**src/hdl/tlac_pkg.sv**
```systemverilog
// Purpose: constants shared by the temperature limit and alert block
// Assumes: 16-bit register words, limits in bits 15:2
// Notes:   field codes are 0.03125 units, margins 0.5 units
package tlac_pkg;
	localparam int          ADDR_W          = 8;
	localparam int          DATA_W          = 16;
	localparam int          TEMP_W          = 14;
	localparam int          RATE_W          = 13;
	localparam int          MARGIN_W        = 8;

	localparam logic [7:0]  STATUS_OFFSET   = 8'h02;
	localparam logic [7:0]  LOW_OFFSET      = 8'h04;
	localparam logic [7:0]  HIGH_OFFSET     = 8'h05;
	localparam logic [7:0]  MARGIN_OFFSET   = 8'h06;
	localparam logic [7:0]  RATE_OFFSET     = 8'h07;

	localparam logic [15:0] LOW_RESET       = 16'hF380;
	localparam logic [15:0] HIGH_RESET      = 16'h2A80;
	localparam logic [15:0] MARGIN_RESET    = 16'h0A0A;
	localparam logic [15:0] RATE_RESET      = 16'h0500;

	localparam logic [15:0] THR_MASK        = 16'hFFFC;
	localparam logic [15:0] RATE_MASK       = 16'h7FFC;
	localparam logic [15:0] MARGIN_MASK     = 16'hFFFF;

	localparam int          FIELD_LSB       = 2;
	localparam int          HIGH_MARGIN_LSB = 8;
	localparam int          LOW_MARGIN_LSB  = 0;
	localparam int          MARGIN_SHIFT    = 4;

	localparam int          READY_BIT       = 0;
	localparam int          LOW_BIT         = 1;
	localparam int          HIGH_BIT        = 2;
	localparam int          SLEW_BIT        = 3;
	localparam int          IGNORE_BIT      = 4;

	typedef logic [DATA_W-1:0] tlac_word_t;
endpackage

```
**src/hdl/tlac_cmp_if.sv**
```systemverilog
// Purpose: carries thresholds and comparison results between modules
// Assumes: one clock domain
// Notes:   ctl side drives settings, cmp side answers
`timescale 1ns/10ps
interface tlac_cmp_if;
	logic signed [13:0] temp;
	logic signed [13:0] rate;
	logic signed [13:0] lowThr;
	logic signed [13:0] highThr;
	logic        [7:0]  highMargin;
	logic        [7:0]  lowMargin;
	logic        [12:0] rateCeil;
	logic               ignore;
	logic               belowLow;
	logic               aboveLowRelease;
	logic               aboveHigh;
	logic               belowHighRelease;
	logic               rateOver;

	modport ctl (
		output temp, rate, lowThr, highThr, highMargin, lowMargin, rateCeil,
		input  ignore, belowLow, aboveLowRelease, aboveHigh, belowHighRelease, rateOver
	);
	modport cmp (
		input  temp, rate, lowThr, highThr, highMargin, lowMargin, rateCeil,
		output ignore, belowLow, aboveLowRelease, aboveHigh, belowHighRelease, rateOver
	);
endinterface

```
**src/hdl/tlac_limit_cmp.sv**
```systemverilog
// Purpose: threshold, release and rise-rate comparisons
// Assumes: all values in 0.03125 steps, margins in 0.5 steps
// Notes:   purely combinational
`timescale 1ns/10ps
module tlac_limit_cmp (
	tlac_cmp_if.cmp cmpBus
);
	import tlac_pkg::*;

	function automatic logic signed [16:0] widen(input logic signed [13:0] v);
		widen = 17'(v);
	endfunction

	function automatic logic signed [16:0] margin(input logic [7:0] m);
		margin = $signed({5'h0_0, m, 4'h0});
	endfunction

	wire signed [16:0] tempWide;
	wire signed [16:0] lowWide;
	wire signed [16:0] highWide;
	wire signed [16:0] lowRelease;
	wire signed [16:0] highRelease;
	wire signed [16:0] rateWide;
	wire signed [16:0] ceilWide;

	assign tempWide    = widen(cmpBus.temp);
	assign lowWide     = widen(cmpBus.lowThr);
	assign highWide    = widen(cmpBus.highThr);
	assign highRelease = highWide - margin(cmpBus.highMargin);
	assign lowRelease  = lowWide + margin(cmpBus.lowMargin);
	assign rateWide    = widen(cmpBus.rate);
	assign ceilWide    = $signed({4'h0, cmpBus.rateCeil});

	assign cmpBus.ignore           = highWide <= lowWide;
	assign cmpBus.belowLow         = tempWide < lowWide;
	assign cmpBus.aboveLowRelease  = tempWide > lowRelease;
	assign cmpBus.aboveHigh        = tempWide > highWide;
	assign cmpBus.belowHighRelease = tempWide < highRelease;
	// only a rising rate can exceed an unsigned ceiling
	assign cmpBus.rateOver         = (rateWide > 17'sh0_0000) && (rateWide > ceilWide);
endmodule

```
**src/hdl/tlac_alert_flag.sv**
```systemverilog
// Purpose: sticky alert flag with trip and re-arm
// Assumes: evt marks a completed conversion
// Notes:   a set in the clear cycle wins
`timescale 1ns/10ps
module tlac_alert_flag (
	input  wire logic clock,
	input  wire logic rstSync_b,
	input  wire logic evt,
	input  wire logic trip,
	input  wire logic rearm,
	input  wire logic clr,
	output logic      flag
);
	logic armed_reg;
	logic armed_next;
	logic flag_reg;
	logic flag_next;
	wire  setNow;

	assign setNow     = evt && trip && armed_reg;
	// re-arm beats disarm, so a flag with both tied high sets on every event
	assign armed_next = (evt && rearm) ? 1'b1 : (setNow ? 1'b0 : armed_reg);
	assign flag_next  = setNow ? 1'b1 : (clr ? 1'b0 : flag_reg);
	assign flag       = flag_reg;

	always_ff @(posedge clock or negedge rstSync_b) begin
		if (!rstSync_b) begin
			armed_reg <= 1'b1;
			flag_reg  <= 1'b0;
		end else begin
			armed_reg <= armed_next;
			flag_reg  <= flag_next;
		end
	end
endmodule

```
**src/hdl/tlac_top.sv**
```systemverilog
// Purpose: limit, margin and rise-rate registers with alert flags
// Assumes: conversion engine on same clock, one-cycle convDone pulse
// Notes:   register port is the device's internal register access path
// Function
// - low threshold, signed 14-bit, resets to -25
// - high threshold in bits 15:2, resets 85
// - high not above low disables both thresholds
// - reserved bits read zero, ignore writes
// - margins unsigned 8-bit, half degree steps
// - high margin upper byte, low lower byte
// - high release equals high minus margin
// - low release equals low plus margin
// - rate ceiling 13-bit in bits 14:2, resets 10
// - alert only on rising rate above ceiling
// - below-floor flag, re-armed above release, read-clears
`timescale 1ns/10ps
module tlac_top (
	input  wire logic                      clock,
	input  wire logic                      rst_b,
	input  wire logic [tlac_pkg::ADDR_W-1:0] regAddr,
	input  wire logic                      regWrEn,
	input  wire tlac_pkg::tlac_word_t      regWrData,
	input  wire logic                      regRdEn,
	output tlac_pkg::tlac_word_t           regRdData,
	input  wire logic                      convDone,
	input  wire tlac_pkg::tlac_word_t      convTemp,
	input  wire tlac_pkg::tlac_word_t      convRate,
	output logic                           dataReady,
	output logic                           lowFlag,
	output logic                           highFlag,
	output logic                           slewFlag,
	output logic                           limitsIgnored
);
	import tlac_pkg::*;

	// reset release
	logic       rstMeta_reg;
	logic       rstSync_reg;
	wire        rstSync_b;

	always_ff @(posedge clock or negedge rst_b) begin
		if (!rst_b) begin
			rstMeta_reg <= 1'b0;
			rstSync_reg <= 1'b0;
		end else begin
			rstMeta_reg <= 1'b1;
			rstSync_reg <= rstMeta_reg;
		end
	end

	assign rstSync_b = rstSync_reg;

	// address decode
	function automatic logic hit(input logic [ADDR_W-1:0] a, input logic [7:0] off);
		hit = (a == off);
	endfunction

	wire        selStatus;
	wire        selLow;
	wire        selHigh;
	wire        selMargin;
	wire        selRate;
	wire        wrLow;
	wire        wrHigh;
	wire        wrMargin;
	wire        wrRate;
	wire        statusRead;

	assign selStatus  = hit(regAddr, STATUS_OFFSET);
	assign selLow     = hit(regAddr, LOW_OFFSET);
	assign selHigh    = hit(regAddr, HIGH_OFFSET);
	assign selMargin  = hit(regAddr, MARGIN_OFFSET);
	assign selRate    = hit(regAddr, RATE_OFFSET);
	assign wrLow      = regWrEn && selLow;
	assign wrHigh     = regWrEn && selHigh;
	assign wrMargin   = regWrEn && selMargin;
	assign wrRate     = regWrEn && selRate;
	assign statusRead = regRdEn && selStatus;

	// settings registers
	tlac_word_t lowThreshold_reg;
	tlac_word_t lowThreshold_next;
	tlac_word_t highThreshold_reg;
	tlac_word_t highThreshold_next;
	tlac_word_t margin_reg;
	tlac_word_t margin_next;
	tlac_word_t rateCeil_reg;
	tlac_word_t rateCeil_next;

	assign lowThreshold_next  = wrLow ? (regWrData & THR_MASK) : lowThreshold_reg;
	assign highThreshold_next = wrHigh ? (regWrData & THR_MASK) : highThreshold_reg;
	assign margin_next        = wrMargin ? (regWrData & MARGIN_MASK) : margin_reg;
	assign rateCeil_next      = wrRate ? (regWrData & RATE_MASK) : rateCeil_reg;

	always_ff @(posedge clock or negedge rstSync_b) begin
		if (!rstSync_b) begin
			lowThreshold_reg  <= LOW_RESET;
			highThreshold_reg <= HIGH_RESET;
			margin_reg        <= MARGIN_RESET;
			rateCeil_reg      <= RATE_RESET;
		end else begin
			lowThreshold_reg  <= lowThreshold_next;
			highThreshold_reg <= highThreshold_next;
			margin_reg        <= margin_next;
			rateCeil_reg      <= rateCeil_next;
		end
	end

	// comparison path
	tlac_cmp_if cmpBus ();

	assign cmpBus.temp       = $signed(convTemp[DATA_W-1:FIELD_LSB]);
	assign cmpBus.rate       = $signed(convRate[DATA_W-1:FIELD_LSB]);
	assign cmpBus.lowThr     = $signed(lowThreshold_reg[DATA_W-1:FIELD_LSB]);
	assign cmpBus.highThr    = $signed(highThreshold_reg[DATA_W-1:FIELD_LSB]);
	assign cmpBus.highMargin = margin_reg[HIGH_MARGIN_LSB +: MARGIN_W];
	assign cmpBus.lowMargin  = margin_reg[LOW_MARGIN_LSB +: MARGIN_W];
	assign cmpBus.rateCeil   = rateCeil_reg[FIELD_LSB +: RATE_W];

	tlac_limit_cmp limitCmp (
		.cmpBus (cmpBus.cmp)
	);

	// alert flags, evaluated on each conversion
	wire        lowTrip;
	wire        lowRearm;
	wire        highTrip;
	wire        highRearm;

	assign lowTrip   = !cmpBus.ignore && cmpBus.belowLow;
	assign lowRearm  = !cmpBus.ignore && cmpBus.aboveLowRelease;
	assign highTrip  = !cmpBus.ignore && cmpBus.aboveHigh;
	assign highRearm = !cmpBus.ignore && cmpBus.belowHighRelease;

	tlac_alert_flag readyFlag (
		.clock     (clock),
		.rstSync_b (rstSync_b),
		.evt       (convDone),
		.trip      (1'b1),
		.rearm     (1'b1),
		.clr       (statusRead),
		.flag      (dataReady)
	);

	tlac_alert_flag floorFlag (
		.clock     (clock),
		.rstSync_b (rstSync_b),
		.evt       (convDone),
		.trip      (lowTrip),
		.rearm     (lowRearm),
		.clr       (statusRead),
		.flag      (lowFlag)
	);

	tlac_alert_flag ceilFlag (
		.clock     (clock),
		.rstSync_b (rstSync_b),
		.evt       (convDone),
		.trip      (highTrip),
		.rearm     (highRearm),
		.clr       (statusRead),
		.flag      (highFlag)
	);

	tlac_alert_flag rateFlag (
		.clock     (clock),
		.rstSync_b (rstSync_b),
		.evt       (convDone),
		.trip      (cmpBus.rateOver),
		.rearm     (!cmpBus.rateOver),
		.clr       (statusRead),
		.flag      (slewFlag)
	);

	assign limitsIgnored = cmpBus.ignore;

	// read path
	tlac_word_t statusWord;
	tlac_word_t readMux;
	tlac_word_t regRdData_reg;
	tlac_word_t regRdData_next;

	always_comb begin
		statusWord             = '0;
		statusWord[READY_BIT]  = dataReady;
		statusWord[LOW_BIT]    = lowFlag;
		statusWord[HIGH_BIT]   = highFlag;
		statusWord[SLEW_BIT]   = slewFlag;
		statusWord[IGNORE_BIT] = cmpBus.ignore;
	end

	assign readMux = selStatus ? statusWord :
		selLow    ? lowThreshold_reg :
		selHigh   ? highThreshold_reg :
		selMargin ? margin_reg :
		selRate   ? rateCeil_reg : '0;

	assign regRdData_next = regRdEn ? readMux : regRdData_reg;
	assign regRdData      = regRdData_reg;

	always_ff @(posedge clock or negedge rstSync_b) begin
		if (!rstSync_b) begin
			regRdData_reg <= '0;
		end else begin
			regRdData_reg <= regRdData_next;
		end
	end
endmodule

```
**config.mk**
```make
export PLATFORM = sky130hd
export DESIGN_NAME = tlac_top
export DESIGN_NICKNAME = d
export VERILOG_FILES = /design/src/hdl/tlac_pkg.sv /design/src/hdl/tlac_cmp_if.sv /design/src/hdl/tlac_limit_cmp.sv /design/src/hdl/tlac_alert_flag.sv /design/src/hdl/tlac_top.sv
export SDC_FILE = /design/constraint.sdc
export NUM_CORES = 1
export LEC_CHECK = 0
export BUFFER_PORTS_ARGS = -buffer_cell sky130_fd_sc_hd__buf_2
export CAP_MARGIN = 10
export CORE_ASPECT_RATIO = 0.5
export CORE_MARGIN = 4
export CORE_UTILIZATION = 25
export CTS_BUF_LIST = sky130_fd_sc_hd__clkbuf_4
export CTS_CLUSTER_DIAMETER = 200
export DETAILED_ROUTE_END_ITERATION = 12
export RECOVER_POWER = 100
export SETUP_SLACK_MARGIN = 0.1
export SYNTH_ARGS = -nofsm -noshare
export SYNTH_HDL_FRONTEND = slang
export SYNTH_SLANG_ARGS = --single-unit
```
**constraint.sdc**
```tcl
create_clock -name clock -period 2.6 [get_ports clock]
set_clock_uncertainty 0.05 [all_clocks]
set_input_delay 0.26 -clock clock [delete_from_list [all_inputs] [get_ports clock]]
set_output_delay 0.26 -clock clock [all_outputs]
set_load 0.02 [all_outputs]
```
==> report_table.html <==
<table>
<tr><th>Metric</th><th>Value</th></tr>
<tr><th colspan="2">Place</th></tr>
<tr><td>Detail Placement HPWL</td><td>15.4 mm</td></tr>
<tr><td>Number of I/O port buffers</td><td>77</td></tr>
<tr><td>Final weighted congestion in routability-driven placement</td><td>0.916</td></tr>
<tr><td>Placed cell areas</td><td>7430 um2</td></tr>
<tr><td>Instance count after placement with tap cells included</td><td>1083</td></tr>
<tr><th colspan="2">GRT</th></tr>
<tr><td>Pin count of the biggest net entering global routing</td><td>41</td></tr>
<tr><td>Total global-route track usage</td><td>0.140</td></tr>
<tr><td>Via count of the first global-routing pass</td><td>5381</td></tr>
<tr><td>Initial antenna violation count</td><td>0</td></tr>
<tr><td>Global-route wire length before repair</td><td>29.8 mm</td></tr>
<tr><td>Total global routing overflow</td><td>0</td></tr>
<tr><th colspan="2">Power</th></tr>
<tr><td>Power share of the clock group</td><td>0.187</td></tr>
<tr><td>Reg power frac</td><td>0.388</td></tr>
<tr><td>Switching power total</td><td>0.00145 W</td></tr>
<tr><td>Comb pwr share</td><td>0.425</td></tr>
<tr><td>Total power divided by cell area</td><td>495 nW/um2</td></tr>
<tr><td>Reported leakage power</td><td>3.70 nW</td></tr>
<tr><td>Switching part of the total</td><td>0.372</td></tr>
<tr><td>Cell-internal power</td><td>0.00244 W</td></tr>
<tr><td>Largest vdd supply drop</td><td>0.196 mV</td></tr>
<tr><th colspan="2">Cells and area</th></tr>
<tr><td>Count of placed standard cells in the final layout, fillers left out</td><td>1119</td></tr>
<tr><td>Area growth from synthesis to layout</td><td>29.0%</td></tr>
<tr><td>Fillers</td><td>2483</td></tr>
<tr><td>Layout cell share with drive strength beyond 1</td><td>0.327</td></tr>
<tr><td>Final instance area</td><td>7850 um2</td></tr>
<tr><td>Antenna diode count</td><td>0</td></tr>
<tr><td>Net total in the final layout</td><td>955</td></tr>
<tr><td>Share of the core filled with cells in the final layout</td><td>0.328</td></tr>
<tr><th colspan="2">Floorplanning</th></tr>
<tr><td>Floorplan die width</td><td>229 um</td></tr>
<tr><td>Die area</td><td>27100 um2</td></tr>
<tr><td>Io pins</td><td>82</td></tr>
<tr><td>Starting utilization of the core area</td><td>0.254</td></tr>
<tr><td>Die height</td><td>118 um</td></tr>
<tr><td>Standard cell core area</td><td>24000 um2</td></tr>
<tr><td>Total number of placement rows</td><td>40</td></tr>
<tr><th colspan="2">Setup path</th></tr>
<tr><td>Kind of capture point of the worst setup path</td><td>flip-flop</td></tr>
<tr><td>Required time at the endpoint of the critical path</td><td>2970 ps</td></tr>
<tr><td>Critical path start-end classification</td><td>flip-flop to flip-flop</td></tr>
<tr><td>Number of cell instances on the worst register-to-register path</td><td>15</td></tr>
<tr><td>Kind of start point of the critical path</td><td>flip-flop</td></tr>
<tr><td>Data arrival time of the critical path</td><td>3590 ps</td></tr>
<tr><td>Internal reg-to-reg setup slack</td><td>-620 ps</td></tr>
<tr><td>Startpoint of the most critical register-to-register path</td><td>margin_reg[1]</td></tr>
<tr><td>Worst-path fanout max</td><td>3</td></tr>
<tr><td>Reg2reg end</td><td>floorFlag.armed_reg</td></tr>
<tr><th colspan="2">Routing</th></tr>
<tr><td>ANT nets after route</td><td>0</td></tr>
<tr><td>Max layer used</td><td>met4</td></tr>
<tr><td>Met3 WL</td><td>859 um</td></tr>
<tr><td>Routed met2 length</td><td>8.89 mm</td></tr>
<tr><td>Routed wire length</td><td>18.7 mm</td></tr>
<tr><td>Count of vias placed by the detailed router</td><td>5240</td></tr>
<tr><td>Remaining design rule violation count</td><td>0</td></tr>
<tr><td>Vias/cell</td><td>4.68</td></tr>
<tr><td>Routed wire length per instance</td><td>16.7 um</td></tr>
<tr><td>First-iteration detailed-routing DRC count</td><td>266</td></tr>
<tr><td>Routed length on met1</td><td>8.42 mm</td></tr>
<tr><td>Initial DRT Pass Iterations</td><td>5</td></tr>
<tr><th colspan="2">Timing</th></tr>
<tr><td>Final slew viol count</td><td>41</td></tr>
<tr><td>Post-route clock period utilization</td><td>1.24</td></tr>
<tr><td>Worst slew pin tran</td><td>1810 ps</td></tr>
<tr><td>Setup violations, final</td><td>3</td></tr>
<tr><td>Fin. Hold Viols</td><td>0</td></tr>
<tr><td>Worst slew margin relative to its limit</td><td>-0.208</td></tr>
<tr><td>Maximum operating frequency</td><td>0.311 GHz</td></tr>
<tr><td>Post-route setup slack</td><td>-620 ps</td></tr>
<tr><td>Setup repair after global routing missed its margin</td><td>true</td></tr>
<tr><td>Final min period</td><td>3220 ps</td></tr>
<tr><td>Smallest hold slack</td><td>32.0 ps</td></tr>
<tr><th colspan="2">Clocking</th></tr>
<tr><td>Clock edge transition at the registers on the reported setup and hold paths</td><td>150 ps</td></tr>
<tr><td>H-tree levels</td><td>3</td></tr>
<tr><td>Number of buffers inserted during clock tree synthesis</td><td>9</td></tr>
<tr><td>Clock latency reported for the late side of the worst-skew pair</td><td>460 ps</td></tr>
<tr><td>Clock tree root driver cell</td><td>clkbuf_4</td></tr>
<tr><td>Clock Sink Count</td><td>83</td></tr>
<tr><td>Number of buffers on the longest clock path</td><td>2</td></tr>
<tr><td>CTS tree</td><td>done</td></tr>
<tr><th colspan="2">Synth</th></tr>
<tr><td>Syn Std Cell Area</td><td>6090 um2</td></tr>
<tr><td>Dominant register cell in the synthesized netlist</td><td>dfrtp_1</td></tr>
<tr><td>Top area cells in the synthesized netlist</td><td>dfrtp_1, ha_1, dfstp_2, mux4_2, inv_1</td></tr>
<tr><td>Total nets after synthesis</td><td>785</td></tr>
<tr><td>Post-Synthesis Cells</td><td>629</td></tr>
<tr><td>Number of enable-type register cells in the synthesized netlist</td><td>0</td></tr>
<tr><td>Fraction of post-synthesis cell area in the top cell type by area</td><td>0.255</td></tr>
<tr><td>Post-synthesis cell type count</td><td>60</td></tr>
<tr><td>Syn_area_per_cell</td><td>9.68 um2</td></tr>
<tr><td>Register bit count reported by yosys</td><td>83</td></tr>
<tr><td>Cell taking the most area after synthesis</td><td>dfrtp_1</td></tr>
<tr><td>Warnings, synthesis</td><td>0</td></tr>
<tr><td>Post-synthesis sequential area ratio</td><td>0.346</td></tr>
<tr><td>Proportion of register bits with asynchronous set or reset after synthesis</td><td>1.00</td></tr>
<tr><th colspan="2">Hold path</th></tr>
<tr><td>Destination of the worst hold path</td><td>lowThreshold_reg[4]</td></tr>
<tr><td>Hold Path Class</td><td>primary input to flip-flop</td></tr>
<tr><td>Source of the worst hold timing path</td><td>regWrData[4]</td></tr>
<tr><td>Depth of the worst hold-timing path</td><td>3</td></tr>
<tr><th colspan="2">Status</th></tr>
<tr><td>Violations in the final reports</td><td>max-capacitance violations, max-slew violations, negative setup slack</td></tr>
<tr><td>Status</td><td>finished, violations left</td></tr>
<tr><th colspan="2">Flow run</th></tr>
<tr><td>Number of max-capacitance violations reported</td><td>1</td></tr>
</table>
==> power groups by stage <==
stage | logic (W) | clock network, W | registers, W
floorplan | 0.000836 | 0 | 0.00153
global placement | 0.00141 | 0 | 0.00153
CTS | 0.00155 | 0.000749 | 0.00151
finish | 0.00165 | 0.000727 | 0.00151
global route | 0.00184 | 0.000798 | 0.00152
detailed placement | 0.00144 | 0 | 0.00153
==> synth_stat cells, drive strengths merged, types with 6 or more instances <==
cell type and number:
dfrtp 62, mux2 23, nor2 21, a21oi 37
dfstp 21, nand2 68, o21ai 64, clkbuf 6
nand4 13, nand3 20, a21o 13, xnor2 11
ha 93, buf 11, inv 72, mux4 13
nor2b 9
==> critical path, stage by stage (launching register included) <==
cell and delay [ps]:
dfstp_2 590, ha_1 240, a21o_1 190, a21oi_2 140
nor2b_1 70, nor2_1 150, o21ai_1 120, a41oi_2 170
xnor2_1 110, ha_1 320, and3_4 160, nand4_1 130
a21oi_2 70, a2111oi_4 300, xor2_1 110, a32o_1 260
==> cell type report <==
| type | count | area [um2] | area share |
|---|---|---|---|
| multi-input combinational | 457 | 3840 | 0.489 |
| inverter | 72 | 270 | 0.0344 |
| sequential | 83 | 2100 | 0.268 |
| clock inverter | 7 | 57.6 | 0.00733 |
| clock buffer | 9 | 67.6 | 0.00861 |
| timing repair buffer | 176 | 1120 | 0.142 |
| tap | 315 | 394 | 0.0502 |
==> worst max path at each step <==
stage	depth (start not counted)	slack, ps	endpoint	start
after global placement	14	-550	floorFlag.armed_reg	margin_reg[0]
final	15	-620	floorFlag.armed_reg	margin_reg[1]
after floorplan	14	-420	floorFlag.armed_reg	margin_reg[0]
after global routing	15	-780	floorFlag.armed_reg	margin_reg[1]
after CTS	14	-640	floorFlag.armed_reg	margin_reg[0]
after detailed placement	14	-640	floorFlag.armed_reg	margin_reg[0]
==> kinds of logic (layout without fill, tap and decap cells) <==
family          count (synthesis)  in the layout  synth area share
xor+xnor                       16             16            0.0230
mux                            37             37            0.0923
simple gates                  164            164             0.138
fa+ha+maj                      95             95             0.198
buf+inv                        89            264            0.0606
compound gates                144            144             0.142
flops                          83             83             0.346
other cells                     1              1          0.000616
==> repair_timing <==
item,4_1_cts,5_1_grt
buffers inserted,2,3
endpoints found under the setup margin,6,5
pin swaps,3,28
resized for setup,20,30
endpoints found under the hold margin,27,0
gates cloned,0,0
hold buffers,15,0
==> metal layers <==
| layer | track usage | up-vias |
|---|---|---|
| met5 | 0 | - |
| met4 | 0.0455 | 0 |
| met3 | 0.0272 | 29 |
| met2 | 0.237 | 132 |
| met1 | 0.180 | 2493 |
| li1 | - | 2586 |
==> stage by stage <==
step                      total power (W)  worst slack [ps]  TNS [ps]
after CTS                         0.00380              -637     -1480
after floorplan                   0.00236              -422      -667
final                             0.00388              -620     -1540
after global routing              0.00416              -783     -5620
after global placement            0.00294              -551     -1640
after detailed placement          0.00297              -642     -1560
==> placed cells by master, fill, tap and decap left out, types with 3 or more instances in the layout <==
master,instances
mux2_2,23
o21bai_1,3
ha_4,7
dlygate4sd3_1,15
nand3_1,20
inv_2,7
a211oi_2,3
nor2b_1,9
and3_4,3
xnor2_1,11
nor4_1,4
o21ai_2,5
a21oi_1,29
o21ai_0,56
a22o_1,3
ha_1,84
clkbuf_2,3
dfstp_2,21
nand2_1,67
nand2b_1,3
inv_6,4
buf_4,75
a21o_1,13
buf_2,56
inv_1,65
nor3_1,3
clkbuf_4,9
mux4_2,13
nand4_1,13
nor2_1,19
o21a_1,3
clkbuf_1,26
o21ai_1,3
a21oi_2,8
xor2_1,5
dfrtp_1,62
No activity file was read; power rests on OpenSTA's default activity.
